===== config.mk =====
export PLATFORM = sky130hd
export DESIGN_NAME = swl_top
export DESIGN_NICKNAME = d
export VERILOG_FILES = /design/src/core/swl_pkg.sv /design/src/core/swl_sync.sv /design/src/core/swl_axil.sv /design/src/core/swl_top.sv
export VERILOG_INCLUDE_DIRS = /design/src /design/src/core
export SDC_FILE = /design/constraint.sdc
export NUM_CORES = 1
export LEC_CHECK = 0
export ABC_AREA = 1
export BUFFER_PORTS_ARGS = -buffer_cell sky130_fd_sc_hd__buf_2
export CAP_MARGIN = 20
export CORE_ASPECT_RATIO = 1.75
export CORE_MARGIN = 2
export CORE_UTILIZATION = 66
export CTS_BUF_LIST = sky130_fd_sc_hd__clkbuf_4 sky130_fd_sc_hd__clkbuf_8
export CTS_CLUSTER_DIAMETER = 80
export DETAILED_ROUTE_END_ITERATION = 16
export PLACE_DENSITY = 0.88
export REMOVE_ABC_BUFFERS = 1
export SLEW_MARGIN = 0
export SYNTH_ARGS = -nofsm -noshare
export SYNTH_HDL_FRONTEND = slang
export SYNTH_SLANG_ARGS = --single-unit

===== constraint.sdc =====
create_clock -name aclk -period 4.4 [get_ports aclk]
set_clock_uncertainty 0.2 [all_clocks]
set_input_delay 0.44 -clock aclk [delete_from_list [all_inputs] [get_ports aclk]]
set_output_delay 0.44 -clock aclk [all_outputs]
set_load 0.005 [all_outputs]

===== src/core/swl_map.svh =====
`ifndef SWL_MAP_SVH
`define SWL_MAP_SVH

// ----------------------------------------------------------------
// register byte offsets
// ----------------------------------------------------------------
`define SWL_OFF_CTRL      8'h00
`define SWL_OFF_CMD       8'h04
`define SWL_OFF_TIM0      8'h08
`define SWL_OFF_TIM1      8'h0C
`define SWL_OFF_STATUS    8'h10

// ----------------------------------------------------------------
// control register fields
// ----------------------------------------------------------------
`define SWL_CTRL_IF_SUP   0
`define SWL_CTRL_TRG_SUP  1
`define SWL_CTRL_VPP_GEN  2
`define SWL_CTRL_VPP_APP  3
`define SWL_CTRL_FLASH    4
`define SWL_CTRL_RST      5
`define SWL_CTRL_NO_RPIN  6
`define SWL_CTRL_SAMPLE   7
`define SWL_CTRL_RESET    32'h0000_0000

// ----------------------------------------------------------------
// command register fields
// ----------------------------------------------------------------
`define SWL_CMD_BIT       0
`define SWL_CMD_RX        1
`define SWL_CMD_LAST      2

// ----------------------------------------------------------------
// status register fields
// ----------------------------------------------------------------
`define SWL_ST_BUSY       0
`define SWL_ST_RXBIT      1
`define SWL_ST_RXVAL      2
`define SWL_ST_IF_FLT     3
`define SWL_ST_TRG_FLT    4
`define SWL_ST_PWR_OK     5
`define SWL_ST_RST_SNS    6
`define SWL_ST_CFG_DONE   7
`define SWL_ST_SUSPEND    8
`define SWL_ST_IF_ON      9
`define SWL_ST_TRG_ON     10
`define SWL_ST_REFUSED    11
`define SWL_ST_WIDTH_LSB  16

// ----------------------------------------------------------------
// timing: fields hold counts of 24 MHz link ticks (41.67 ns each)
// ----------------------------------------------------------------
`define SWL_CLK_MHZ       100
`define SWL_LINK_MHZ      24
`define SWL_TIM0_RESET    32'h0614_0D04
`define SWL_TIM1_RESET    32'h000A_1404

`endif


===== src/core/swl_pkg.sv =====
package swl_pkg;

	// ----------------------------------------------------------------
	// bit engine states
	// ----------------------------------------------------------------
	typedef enum logic [4:0] {
		ST_IDLE     = 5'b00001,
		ST_TX_LOW   = 5'b00010,
		ST_TX_HIGH  = 5'b00100,
		ST_RX_START = 5'b01000,
		ST_RX_WIN   = 5'b10000
	} swl_state_t;

endpackage : swl_pkg


===== src/core/swl_sync.sv =====
`timescale 1ns/1ps

// ----------------------------------------------------------------
// two-flop synchroniser for pin levels
// ----------------------------------------------------------------
module swl_sync #(
	parameter int W = 1
) (
	input  wire logic         aclk,
	input  wire logic         aresetn,
	input  wire logic [W-1:0] d,
	output logic      [W-1:0] q
);

	logic [W-1:0] meta;

	// first stage feeds only the second
	always_ff @(posedge aclk) begin
		if (!aresetn) begin
			meta <= '0;
			q    <= '0;
		end else begin
			meta <= d;
			q    <= meta;
		end
	end

endmodule : swl_sync


===== src/core/swl_axil.sv =====
`timescale 1ns/1ps

// ----------------------------------------------------------------
// axi4-lite slave handshake; register decode lives in the parent
// ----------------------------------------------------------------
module swl_axil #(
	parameter int AW = 8
) (
	input  wire logic          aclk,
	input  wire logic          aresetn,
	input  wire logic [AW-1:0] s_axi_awaddr,
	input  wire logic          s_axi_awvalid,
	output logic               s_axi_awready,
	input  wire logic [31:0]   s_axi_wdata,
	input  wire logic [3:0]    s_axi_wstrb,
	input  wire logic          s_axi_wvalid,
	output logic               s_axi_wready,
	output logic [1:0]         s_axi_bresp,
	output logic               s_axi_bvalid,
	input  wire logic          s_axi_bready,
	input  wire logic [AW-1:0] s_axi_araddr,
	input  wire logic          s_axi_arvalid,
	output logic               s_axi_arready,
	output logic [31:0]        s_axi_rdata,
	output logic [1:0]         s_axi_rresp,
	output logic               s_axi_rvalid,
	input  wire logic          s_axi_rready,
	output logic               wr_en,
	output logic [AW-1:0]      wr_addr,
	output logic [31:0]        wr_data,
	output logic [3:0]         wr_strb,
	input  wire logic          wr_hit,
	input  wire logic [31:0]   rd_data,
	input  wire logic          rd_hit
);

	logic aw_held;
	logic w_held;

	// write commits once both halves are held and no response is pending
	assign wr_en = aw_held & w_held & ~s_axi_bvalid;

	// address and data are accepted in either order
	always_ff @(posedge aclk) begin
		if (!aresetn) begin
			aw_held       <= 1'b0;
			w_held        <= 1'b0;
			s_axi_awready <= 1'b1;
			s_axi_wready  <= 1'b1;
			s_axi_bvalid  <= 1'b0;
			s_axi_bresp   <= 2'h0;
			wr_addr       <= '0;
			wr_data       <= 32'h0000_0000;
			wr_strb       <= 4'h0;
		end else begin
			if (s_axi_awvalid && s_axi_awready) begin
				aw_held       <= 1'b1;
				s_axi_awready <= 1'b0;
				wr_addr       <= s_axi_awaddr;
			end
			if (s_axi_wvalid && s_axi_wready) begin
				w_held       <= 1'b1;
				s_axi_wready <= 1'b0;
				wr_data      <= s_axi_wdata;
				wr_strb      <= s_axi_wstrb;
			end
			if (wr_en) begin
				aw_held      <= 1'b0;
				w_held       <= 1'b0;
				s_axi_bvalid <= 1'b1;
				s_axi_bresp  <= wr_hit ? 2'h0 : 2'h2; // slverr when unmapped
			end
			if (s_axi_bvalid && s_axi_bready) begin
				s_axi_bvalid  <= 1'b0;
				s_axi_awready <= 1'b1;
				s_axi_wready  <= 1'b1;
			end
		end
	end

	// read data is captured with the address, answered next cycle
	always_ff @(posedge aclk) begin
		if (!aresetn) begin
			s_axi_arready <= 1'b1;
			s_axi_rvalid  <= 1'b0;
			s_axi_rdata   <= 32'h0000_0000;
			s_axi_rresp   <= 2'h0;
		end else if (s_axi_arvalid && s_axi_arready) begin
			s_axi_arready <= 1'b0;
			s_axi_rvalid  <= 1'b1;
			s_axi_rdata   <= rd_hit ? rd_data : 32'h0000_0000;
			s_axi_rresp   <= rd_hit ? 2'h0 : 2'h2;
		end else if (s_axi_rvalid && s_axi_rready) begin
			s_axi_rvalid  <= 1'b0;
			s_axi_arready <= 1'b1;
		end
	end

endmodule : swl_axil


===== src/core/swl_top.sv =====
// Operation
// - link timing steps at 24 MHz resolution
// - direction high transmits, low receives
// - direction rests low when idle
// - direction stays high between transmit bits of a command
// - receive bit drives only the start pulse
// - transmit bit is one low pulse, width-coded
// - receive bit: start pulse, then reply window
// - capture mode decodes bit from low width
// - sample mode reads the line level instead
// - supplies off at connect, interface before target
// - each supply fault visible to software
// - a fault turns its supply off
// - supplies need negotiation, drop on suspend
// - no link start unless target powered
// - programming generator has separate enable
// - programming voltage applied only in flash sequence
// - reset drive output, reset sense readable unchanged
// - pinless targets get no reset pin drive
// - link stays idle while another port active
// - reset drive active high
`timescale 1ns/1ps
`include "swl_map.svh"

module swl_top #(
	parameter int AW = 8,
	parameter int CW = 8
) (
	input  wire logic          aclk,
	input  wire logic          aresetn,
	input  wire logic [AW-1:0] s_axi_awaddr,
	input  wire logic          s_axi_awvalid,
	output logic               s_axi_awready,
	input  wire logic [31:0]   s_axi_wdata,
	input  wire logic [3:0]    s_axi_wstrb,
	input  wire logic          s_axi_wvalid,
	output logic               s_axi_wready,
	output logic [1:0]         s_axi_bresp,
	output logic               s_axi_bvalid,
	input  wire logic          s_axi_bready,
	input  wire logic [AW-1:0] s_axi_araddr,
	input  wire logic          s_axi_arvalid,
	output logic               s_axi_arready,
	output logic [31:0]        s_axi_rdata,
	output logic [1:0]         s_axi_rresp,
	output logic               s_axi_rvalid,
	input  wire logic          s_axi_rready,
	output logic               link_direction_ctl,
	output logic               link_drive_out,
	input  wire logic          link_sense_in,
	output logic               interface_supply_en,
	output logic               target_supply_en,
	input  wire logic          interface_supply_fault,
	input  wire logic          target_supply_fault,
	input  wire logic          host_config_done,
	input  wire logic          host_suspend,
	input  wire logic          target_half_supply_ok,
	input  wire logic          other_port_active,
	output logic               vpp_gen_on,
	output logic               vpp_apply_en,
	output logic               target_reset_drive,
	input  wire logic          target_reset_sense
);

	// ----------------------------------------------------------------
	// pin synchronisers
	// ----------------------------------------------------------------
	logic sense_s;
	logic if_flt_s;
	logic trg_flt_s;
	logic cfg_s;
	logic susp_s;
	logic pwr_ok_s;
	logic other_s;
	logic rst_sns_s;

	swl_sync #(.W(8)) u_sync (
		.aclk    (aclk),
		.aresetn (aresetn),
		.d       ({link_sense_in, interface_supply_fault, target_supply_fault,
		           host_config_done, host_suspend, target_half_supply_ok,
		           other_port_active, target_reset_sense}),
		.q       ({sense_s, if_flt_s, trg_flt_s, cfg_s, susp_s, pwr_ok_s,
		           other_s, rst_sns_s})
	);

	// ----------------------------------------------------------------
	// bus slave
	// ----------------------------------------------------------------
	logic          wr_en;
	logic [AW-1:0] wr_addr;
	logic [31:0]   wr_data;
	logic [3:0]    wr_strb;
	logic          wr_hit;
	logic [31:0]   rd_data;
	logic          rd_hit;

	swl_axil #(.AW(AW)) u_axil (
		.aclk          (aclk),
		.aresetn       (aresetn),
		.s_axi_awaddr  (s_axi_awaddr),
		.s_axi_awvalid (s_axi_awvalid),
		.s_axi_awready (s_axi_awready),
		.s_axi_wdata   (s_axi_wdata),
		.s_axi_wstrb   (s_axi_wstrb),
		.s_axi_wvalid  (s_axi_wvalid),
		.s_axi_wready  (s_axi_wready),
		.s_axi_bresp   (s_axi_bresp),
		.s_axi_bvalid  (s_axi_bvalid),
		.s_axi_bready  (s_axi_bready),
		.s_axi_araddr  (s_axi_araddr),
		.s_axi_arvalid (s_axi_arvalid),
		.s_axi_arready (s_axi_arready),
		.s_axi_rdata   (s_axi_rdata),
		.s_axi_rresp   (s_axi_rresp),
		.s_axi_rvalid  (s_axi_rvalid),
		.s_axi_rready  (s_axi_rready),
		.wr_en         (wr_en),
		.wr_addr       (wr_addr),
		.wr_data       (wr_data),
		.wr_strb       (wr_strb),
		.wr_hit        (wr_hit),
		.rd_data       (rd_data),
		.rd_hit        (rd_hit)
	);

	// byte-lane merge of a write into a stored word
	function automatic logic [31:0] swl_merge(input logic [31:0] old_v,
	                                          input logic [31:0] new_v,
	                                          input logic [3:0]  strb);
		logic [31:0] r;
		r = old_v;
		for (int i = 0; i < 4; i++) begin
			if (strb[i]) begin
				r[i*8 +: 8] = new_v[i*8 +: 8];
			end
		end
		return r;
	endfunction : swl_merge

	// known offset check, shared by both decode paths
	function automatic logic swl_mapped(input logic [AW-1:0] a);
		return (a == AW'(`SWL_OFF_CTRL)) || (a == AW'(`SWL_OFF_CMD))
		    || (a == AW'(`SWL_OFF_TIM0)) || (a == AW'(`SWL_OFF_TIM1))
		    || (a == AW'(`SWL_OFF_STATUS));
	endfunction : swl_mapped

	assign wr_hit = swl_mapped(wr_addr);
	assign rd_hit = swl_mapped(s_axi_araddr);

	// ----------------------------------------------------------------
	// software registers
	// ----------------------------------------------------------------
	logic [31:0] ctrl;
	logic [31:0] tim0;
	logic [31:0] tim1;

	always_ff @(posedge aclk) begin
		if (!aresetn) begin
			ctrl <= `SWL_CTRL_RESET; // supplies start off
			tim0 <= `SWL_TIM0_RESET;
			tim1 <= `SWL_TIM1_RESET;
		end else if (wr_en) begin
			if (wr_addr == AW'(`SWL_OFF_CTRL)) ctrl <= swl_merge(ctrl, wr_data, wr_strb);
			if (wr_addr == AW'(`SWL_OFF_TIM0)) tim0 <= swl_merge(tim0, wr_data, wr_strb);
			if (wr_addr == AW'(`SWL_OFF_TIM1)) tim1 <= swl_merge(tim1, wr_data, wr_strb);
		end
	end

	wire          sample_mode = ctrl[`SWL_CTRL_SAMPLE];
	wire [CW-1:0] one_low     = tim0[7:0];
	wire [CW-1:0] zero_low    = tim0[15:8];
	wire [CW-1:0] bit_period  = tim0[23:16];
	wire [CW-1:0] sample_off  = tim0[31:24];
	wire [CW-1:0] start_len   = tim1[7:0];
	wire [CW-1:0] win_len     = tim1[15:8];
	wire [CW-1:0] width_thr   = tim1[23:16];

	// ----------------------------------------------------------------
	// link tick: 24 of every 100 clocks, evenly spread
	// ----------------------------------------------------------------
	logic [6:0] tick_acc;
	logic       tick;

	// fractional divider keeps the long-run rate exact at 24 MHz
	always_ff @(posedge aclk) begin
		if (!aresetn) begin
			tick_acc <= 7'h00;
			tick     <= 1'b0;
		end else if (tick_acc + 7'(`SWL_LINK_MHZ) >= 7'(`SWL_CLK_MHZ)) begin
			tick_acc <= tick_acc + 7'(`SWL_LINK_MHZ) - 7'(`SWL_CLK_MHZ);
			tick     <= 1'b1;
		end else begin
			tick_acc <= tick_acc + 7'(`SWL_LINK_MHZ);
			tick     <= 1'b0;
		end
	end

	// ----------------------------------------------------------------
	// supply sequencing and faults
	// ----------------------------------------------------------------
	logic if_flt;
	logic trg_flt;
	logic refused;
	wire  st_wr = wr_en && wr_addr == AW'(`SWL_OFF_STATUS) && wr_strb[0];

	// sticky faults; a fault in the clearing cycle stays set
	always_ff @(posedge aclk) begin
		if (!aresetn) begin
			if_flt  <= 1'b0;
			trg_flt <= 1'b0;
		end else begin
			if_flt  <= if_flt_s | (if_flt & ~(st_wr & wr_data[`SWL_ST_IF_FLT]));
			trg_flt <= trg_flt_s | (trg_flt & ~(st_wr & wr_data[`SWL_ST_TRG_FLT]));
		end
	end

	// target supply only follows an enabled interface supply
	always_ff @(posedge aclk) begin
		if (!aresetn) begin
			interface_supply_en <= 1'b0;
			target_supply_en    <= 1'b0;
		end else begin
			interface_supply_en <= ctrl[`SWL_CTRL_IF_SUP] & cfg_s & ~susp_s
			                     & ~if_flt_s & ~if_flt;
			target_supply_en    <= ctrl[`SWL_CTRL_TRG_SUP] & interface_supply_en
			                     & cfg_s & ~susp_s
			                     & ~trg_flt_s & ~trg_flt;
		end
	end

	// ----------------------------------------------------------------
	// programming voltage and target reset
	// ----------------------------------------------------------------
	always_ff @(posedge aclk) begin
		if (!aresetn) begin
			vpp_gen_on         <= 1'b0;
			vpp_apply_en       <= 1'b0;
			target_reset_drive <= 1'b0;
		end else begin
			vpp_gen_on   <= ctrl[`SWL_CTRL_VPP_GEN] & interface_supply_en;
			vpp_apply_en <= ctrl[`SWL_CTRL_VPP_APP] & ctrl[`SWL_CTRL_FLASH]
			              & ctrl[`SWL_CTRL_VPP_GEN] & interface_supply_en;
			// pinless targets: reset pin drive is held off
			target_reset_drive <= ctrl[`SWL_CTRL_RST] & ~ctrl[`SWL_CTRL_NO_RPIN];
		end
	end

	// ----------------------------------------------------------------
	// bit engine
	// ----------------------------------------------------------------
	swl_pkg::swl_state_t state;
	logic [CW-1:0]       cnt;
	logic [CW-1:0]       width;
	logic                tx_bit;
	logic                last_bit;
	logic                rx_bit;
	logic                rx_val;
	logic                smp_bit;

	wire cmd_wr  = wr_en && wr_addr == AW'(`SWL_OFF_CMD);
	wire link_ok = pwr_ok_s & interface_supply_en & ~other_s;
	wire go      = cmd_wr && state == swl_pkg::ST_IDLE && link_ok;
	wire [CW-1:0] cnt_n   = cnt + CW'(1);
	wire [CW-1:0] low_len = tx_bit ? one_low : zero_low;
	wire [CW-1:0] width_n = width + CW'(!sense_s); // logical not stays one bit wide

	// a start that cannot run is flagged; set wins over clear
	always_ff @(posedge aclk) begin
		if (!aresetn) begin
			refused <= 1'b0;
		end else begin
			refused <= (cmd_wr & ~go)
			         | (refused & ~(st_wr & wr_data[`SWL_ST_REFUSED]));
		end
	end

	// one bit per command write; line idles high, driver off except between transmit bits of a command
	always_ff @(posedge aclk) begin
		if (!aresetn) begin
			state              <= swl_pkg::ST_IDLE;
			cnt                <= '0;
			width              <= '0;
			tx_bit             <= 1'b0;
			last_bit           <= 1'b0;
			rx_bit             <= 1'b0;
			rx_val             <= 1'b0;
			smp_bit            <= 1'b0;
			link_direction_ctl <= 1'b0;
			link_drive_out     <= 1'b1;
		end else if (other_s) begin
			state              <= swl_pkg::ST_IDLE;
			link_direction_ctl <= 1'b0;
			link_drive_out     <= 1'b1;
		end else begin
			unique case (state)
				swl_pkg::ST_IDLE: begin
					if (go) begin
						cnt                <= '0;
						rx_val             <= 1'b0;
						tx_bit             <= wr_data[`SWL_CMD_BIT];
						last_bit           <= wr_data[`SWL_CMD_LAST];
						link_direction_ctl <= 1'b1;
						link_drive_out     <= 1'b0;
						state <= wr_data[`SWL_CMD_RX] ? swl_pkg::ST_RX_START
						                              : swl_pkg::ST_TX_LOW;
					end
				end
				swl_pkg::ST_TX_LOW: begin
					if (tick) begin
						cnt <= cnt_n;
						if (cnt_n >= low_len) begin
							link_drive_out <= 1'b1;
							state          <= swl_pkg::ST_TX_HIGH;
						end
					end
				end
				swl_pkg::ST_TX_HIGH: begin
					if (tick) begin
						cnt <= cnt_n;
						if (cnt_n >= bit_period) begin
							link_direction_ctl <= ~last_bit;
							state              <= swl_pkg::ST_IDLE;
						end
					end
				end
				swl_pkg::ST_RX_START: begin
					if (tick) begin
						cnt <= cnt_n;
						if (cnt_n >= start_len) begin
							link_direction_ctl <= 1'b0;
							link_drive_out     <= 1'b1;
							cnt                <= '0;
							width              <= '0;
							state              <= swl_pkg::ST_RX_WIN;
						end
					end
				end
				swl_pkg::ST_RX_WIN: begin
					if (tick) begin
						cnt   <= cnt_n;
						width <= width_n;
						if (cnt == sample_off) smp_bit <= sense_s;
						if (cnt_n >= win_len) begin
							rx_val  <= 1'b1;
							state   <= swl_pkg::ST_IDLE;
							if (sample_mode) begin
								rx_bit <= (cnt == sample_off) ? sense_s : smp_bit;
							end else begin
								rx_bit <= (width_n < width_thr);
							end
						end
					end
				end
			endcase
		end
	end

	// ----------------------------------------------------------------
	// read mux
	// ----------------------------------------------------------------
	logic [31:0] status;

	always_comb begin
		status                    = 32'h0000_0000;
		status[`SWL_ST_BUSY]      = state != swl_pkg::ST_IDLE;
		status[`SWL_ST_RXBIT]     = rx_bit;
		status[`SWL_ST_RXVAL]     = rx_val;
		status[`SWL_ST_IF_FLT]    = if_flt;
		status[`SWL_ST_TRG_FLT]   = trg_flt;
		status[`SWL_ST_PWR_OK]    = pwr_ok_s;
		status[`SWL_ST_RST_SNS]   = rst_sns_s;
		status[`SWL_ST_CFG_DONE]  = cfg_s;
		status[`SWL_ST_SUSPEND]   = susp_s;
		status[`SWL_ST_IF_ON]     = interface_supply_en;
		status[`SWL_ST_TRG_ON]    = target_supply_en;
		status[`SWL_ST_REFUSED]   = refused;
		status[`SWL_ST_WIDTH_LSB +: CW] = width;
		unique case (s_axi_araddr)
			AW'(`SWL_OFF_CTRL):   rd_data = ctrl;
			AW'(`SWL_OFF_TIM0):   rd_data = tim0;
			AW'(`SWL_OFF_TIM1):   rd_data = tim1;
			AW'(`SWL_OFF_STATUS): rd_data = status;
			default:              rd_data = 32'h0000_0000; // cmd reads zero
		endcase
	end

endmodule : swl_top


==> key figures <==
Floorplan
  • Core footprint: 16300 sq um
  • Io pins: around 120
  • Die Y: about 170 um
  • Starting Density: 0.669
  • Die Width: approximately 100 um
  • Die area: about 18000 sq um
  • Row Count: a little over 60

Global route
  • Gr usage total: 0.340
  • Antenna violations before repair: 0
  • Vias in the first global route: ~10000
  • First-pass GRT wire length: approximately 48000 um
  • GRT overflow: 0
  • Largest net degree at the start of global routing: between 150 and 200

CTS
  • Clock root cell: clkbuf_8
  • Number of CTS-inserted buffers: 34
  • Clock Latency Late Sink: between 0.5 and 0.6 ns
  • Clock sinks: between 200 and 250
  • H-tree levels: 2
  • Max Buffers Root-to-Sink: 3
  • Clk slew on worst S/H paths: ~0.07 ns
  • CTS tree: built

STA
  • Fmax: around 330 MHz
  • RSZ-0062 raised after global routing: false
  • Tcrit/Tclk final: 0.698
  • Slew @ Worst Pin: between 0.8 and 0.9 ns
  • Relative slew slack: 0.416
  • Hold WS: -0.00229 ns
  • Final setup vio count: 0
  • Tmin final: just over 3 ns
  • Hold Violations, Final: 1
  • Pins over their slew limit: 0
  • Sum Neg Setup Slack: 0 ns

Setup path
  • CP delay by family, top: simple AND/OR/NAND/NOR gates
  • Crit path kind: reg2reg
  • CP arrival: 3.31 ns
  • Buf/Inv on CP: 0
  • Largest fanout on the critical path: 9
  • Max incr delay on CP: about 0.53 ns
  • Crit path top cell by count: nand3_1
  • CP Capture Type: flop
  • Crit start category: flop
  • CP Cell Sequence: ha_1 -> nand3_1 -> nand3b_1 -> xnor2_1 -> ha_1 -> nand3_1 -> nand2_1 -> nor2_4 -> nand2_4 -> nand2_1 -> nand3_1 -> a21oi_1
  • Slowest cell on crit path: dfxtp_1
  • Register-to-Register Setup Slack: between 1 and 1.5 ns
  • CP required: 4.63 ns

Logic synthesis
  • Cells after synthesis: around 1500
  • Share of Yosys cell area claimed by the top area cell type: 0.439
  • FFs w/ async S/R, synth: 0
  • Synthesized cell area: around 11000 sq um
  • EDFF count, synth: 0
  • Sequential area share after synthesis: 0.439
  • Synth warn: 0
  • Leading area contributor after synthesis: dfxtp_1
  • Syn Area/Cell: approximately 7.5 sq um
  • Distinct cell type count of the synthesized netlist: 44
  • Yosys reg bits: 239
  • Main area contributors after synthesis: dfxtp_1 44%, nand2_1 8.8%, o21ai_0 8.5%, a21oi_1 6.6%, inv_1 6.1%
  • Synth Flop Type: dfxtp_1

Status
  • Failing checks: hold timing
  • Status: finished with violations

Run
  • Maxcap violations: 0

Detailed routing
  • Via density: approximately 5.8
  • Iter 0 DRT Violations: ~730
  • Wire per inst: between 15 and 20 um
  • Pre-antenna DRT Iters: 6
  • DRC errors left: 0
  • Vias: 10300
  • DRT Wirelength: approximately 30000 um
  • Final ANT Viol Nets: 0

Cells and area
  • # diodes: 0
  • Post-route cell area: 12400 sq um
  • Nets: between 1500 and 2000
  • Leading cell type in the layout, fill and taps excluded: nand2_1
  • Share of post-route cells with drive strength above 1: 0.143
  • Commonest cells after routing, fill and taps aside: 255 x nand2_1, 239 x dfxtp_1, 185 x o21ai_0
  • Syn-to-layout area delta: 14.2%

Power and ir drop
  • P_leak: between 5 and 6 nW
  • Total power: slightly below 5 mW
  • PD cells: between 300 and 400 nW/um^2
  • Worst VDD drop: 0.324 mV

Placed design
  • Placed Area: between 10000 and 15000 sq um
  • Routability Congestion: between 0.9 and 1
  • Dpl hpwl: approximately 20000 um
  • I/O Buffers: 112

Min path
  • Min-Delay Path Class: in2reg
flip-flops by register name (all words and copies together) (netlist names), 32 cells and up:
register	cells
u_axil.wr_data	32
ctrl	32
tim0	32
u_axil.s_axi_rdata	32
tim1	32
Yosys cell counts, types with 3 or more instances:
library cell,count
xor2_1,10
nand2_1,256
o211ai_1,22
a21oi_1,143
inv_2,6
nand3_1,32
nor2_2,5
o221ai_1,4
o21ai_0,185
nor2_4,10
o21a_1,3
inv_1,177
a211oi_2,8
clkbuf_1,38
buf_4,5
buf_2,12
nand3b_1,4
nand4_1,8
nand2_4,4
nand3_2,5
clkinv_1,5
nor3_1,8
ha_1,47
dfxtp_1,239
o22ai_1,15
nor2_1,158
o21ai_1,10
xnor2_1,11
stage by stage:
stage               utilization  setup WS (ns)  instances
floorplan                     -           1.83       1396
CTS                       0.763           1.33       1786
global placement          0.707           1.54       1707
finish                    0.764           1.33       1787
global route              0.764           1.09       1787
detailed placement        0.707           1.38       1707
logic make-up after synthesis:
kind of cell,share of synthesized area
buffers and inverters,0.0892
AOI/OAI and AO/OA,0.198
adders and majority gates,0.0540
other,0.000344
and+or+nand+nor,0.202
xor gates and xnor gates,0.0169
DFF,0.439
what timing repair did:
action | CTS | global route
setup endpoints to repair | 0 | 0
buffers inserted | 0 | 0
hold buffers | 23 | 0
hold endpoints to repair | 23 | 0
gates resized for setup | 0 | 0
power by group:
part / switching [mW] / total [mW] / internal, mW
sequential: 0.0861 / 2.34 / 2.26
clock: 0.805 / 1.76 / 0.957
combinational: 0.509 / 0.775 / 0.265
total: 1.40 / 4.88 / 3.48
area by class of cell:
cell class,instances,area (sq um)
Multi-Input combinational cell,967,5140
Sequential cell,239,4780
Fill cell,1253,3850
Timing Repair Buffer,143,873
Inverter,190,717
Clock buffer,54,668
Tap cell,192,240
Clock inverter,2,12.5
final timing paths:
| path | from | endpoint | depth (start not counted) |
|---|---|---|---|
| max | cnt[0]$_SDFFE_PN0P_ | cnt[7]$_SDFFE_PN0P_ | 12 |
| min | s_axi_wdata[23] | u_axil.wr_data[23]$_SDFFE_PN0P_ | 3 |
| max reg2reg | cnt[0]$_SDFFE_PN0P_ | cnt[7]$_SDFFE_PN0P_ | 12 |
| min reg2reg | u_sync.meta[2]$_SDFF_PN0_ | u_sync.q[2]$_SDFF_PN0_ | 2 |
routing by layer:
layer	routed length, um	vias up	global-route usage
met3	1890	156	0.0519
met4	2350	0	0.244
met5	0	-	0
met2	15600	462	0.616
li1	-	4989	-
met1	9940	4720	0.340
worst reg2reg max path: stages (launching register included):
cell and delay, ns:
dfxtp_1 0.53, ha_1 0.26, nand3_1 0.12, nand3b_1 0.19, xnor2_1 0.45, ha_1 0.35, nand3_1 0.09, nand2_1 0.08
nor2_4 0.11, nand2_4 0.10, nand2_1 0.25, nand3_1 0.12, a21oi_1 0.15
(Power assumes the default switching activity.)
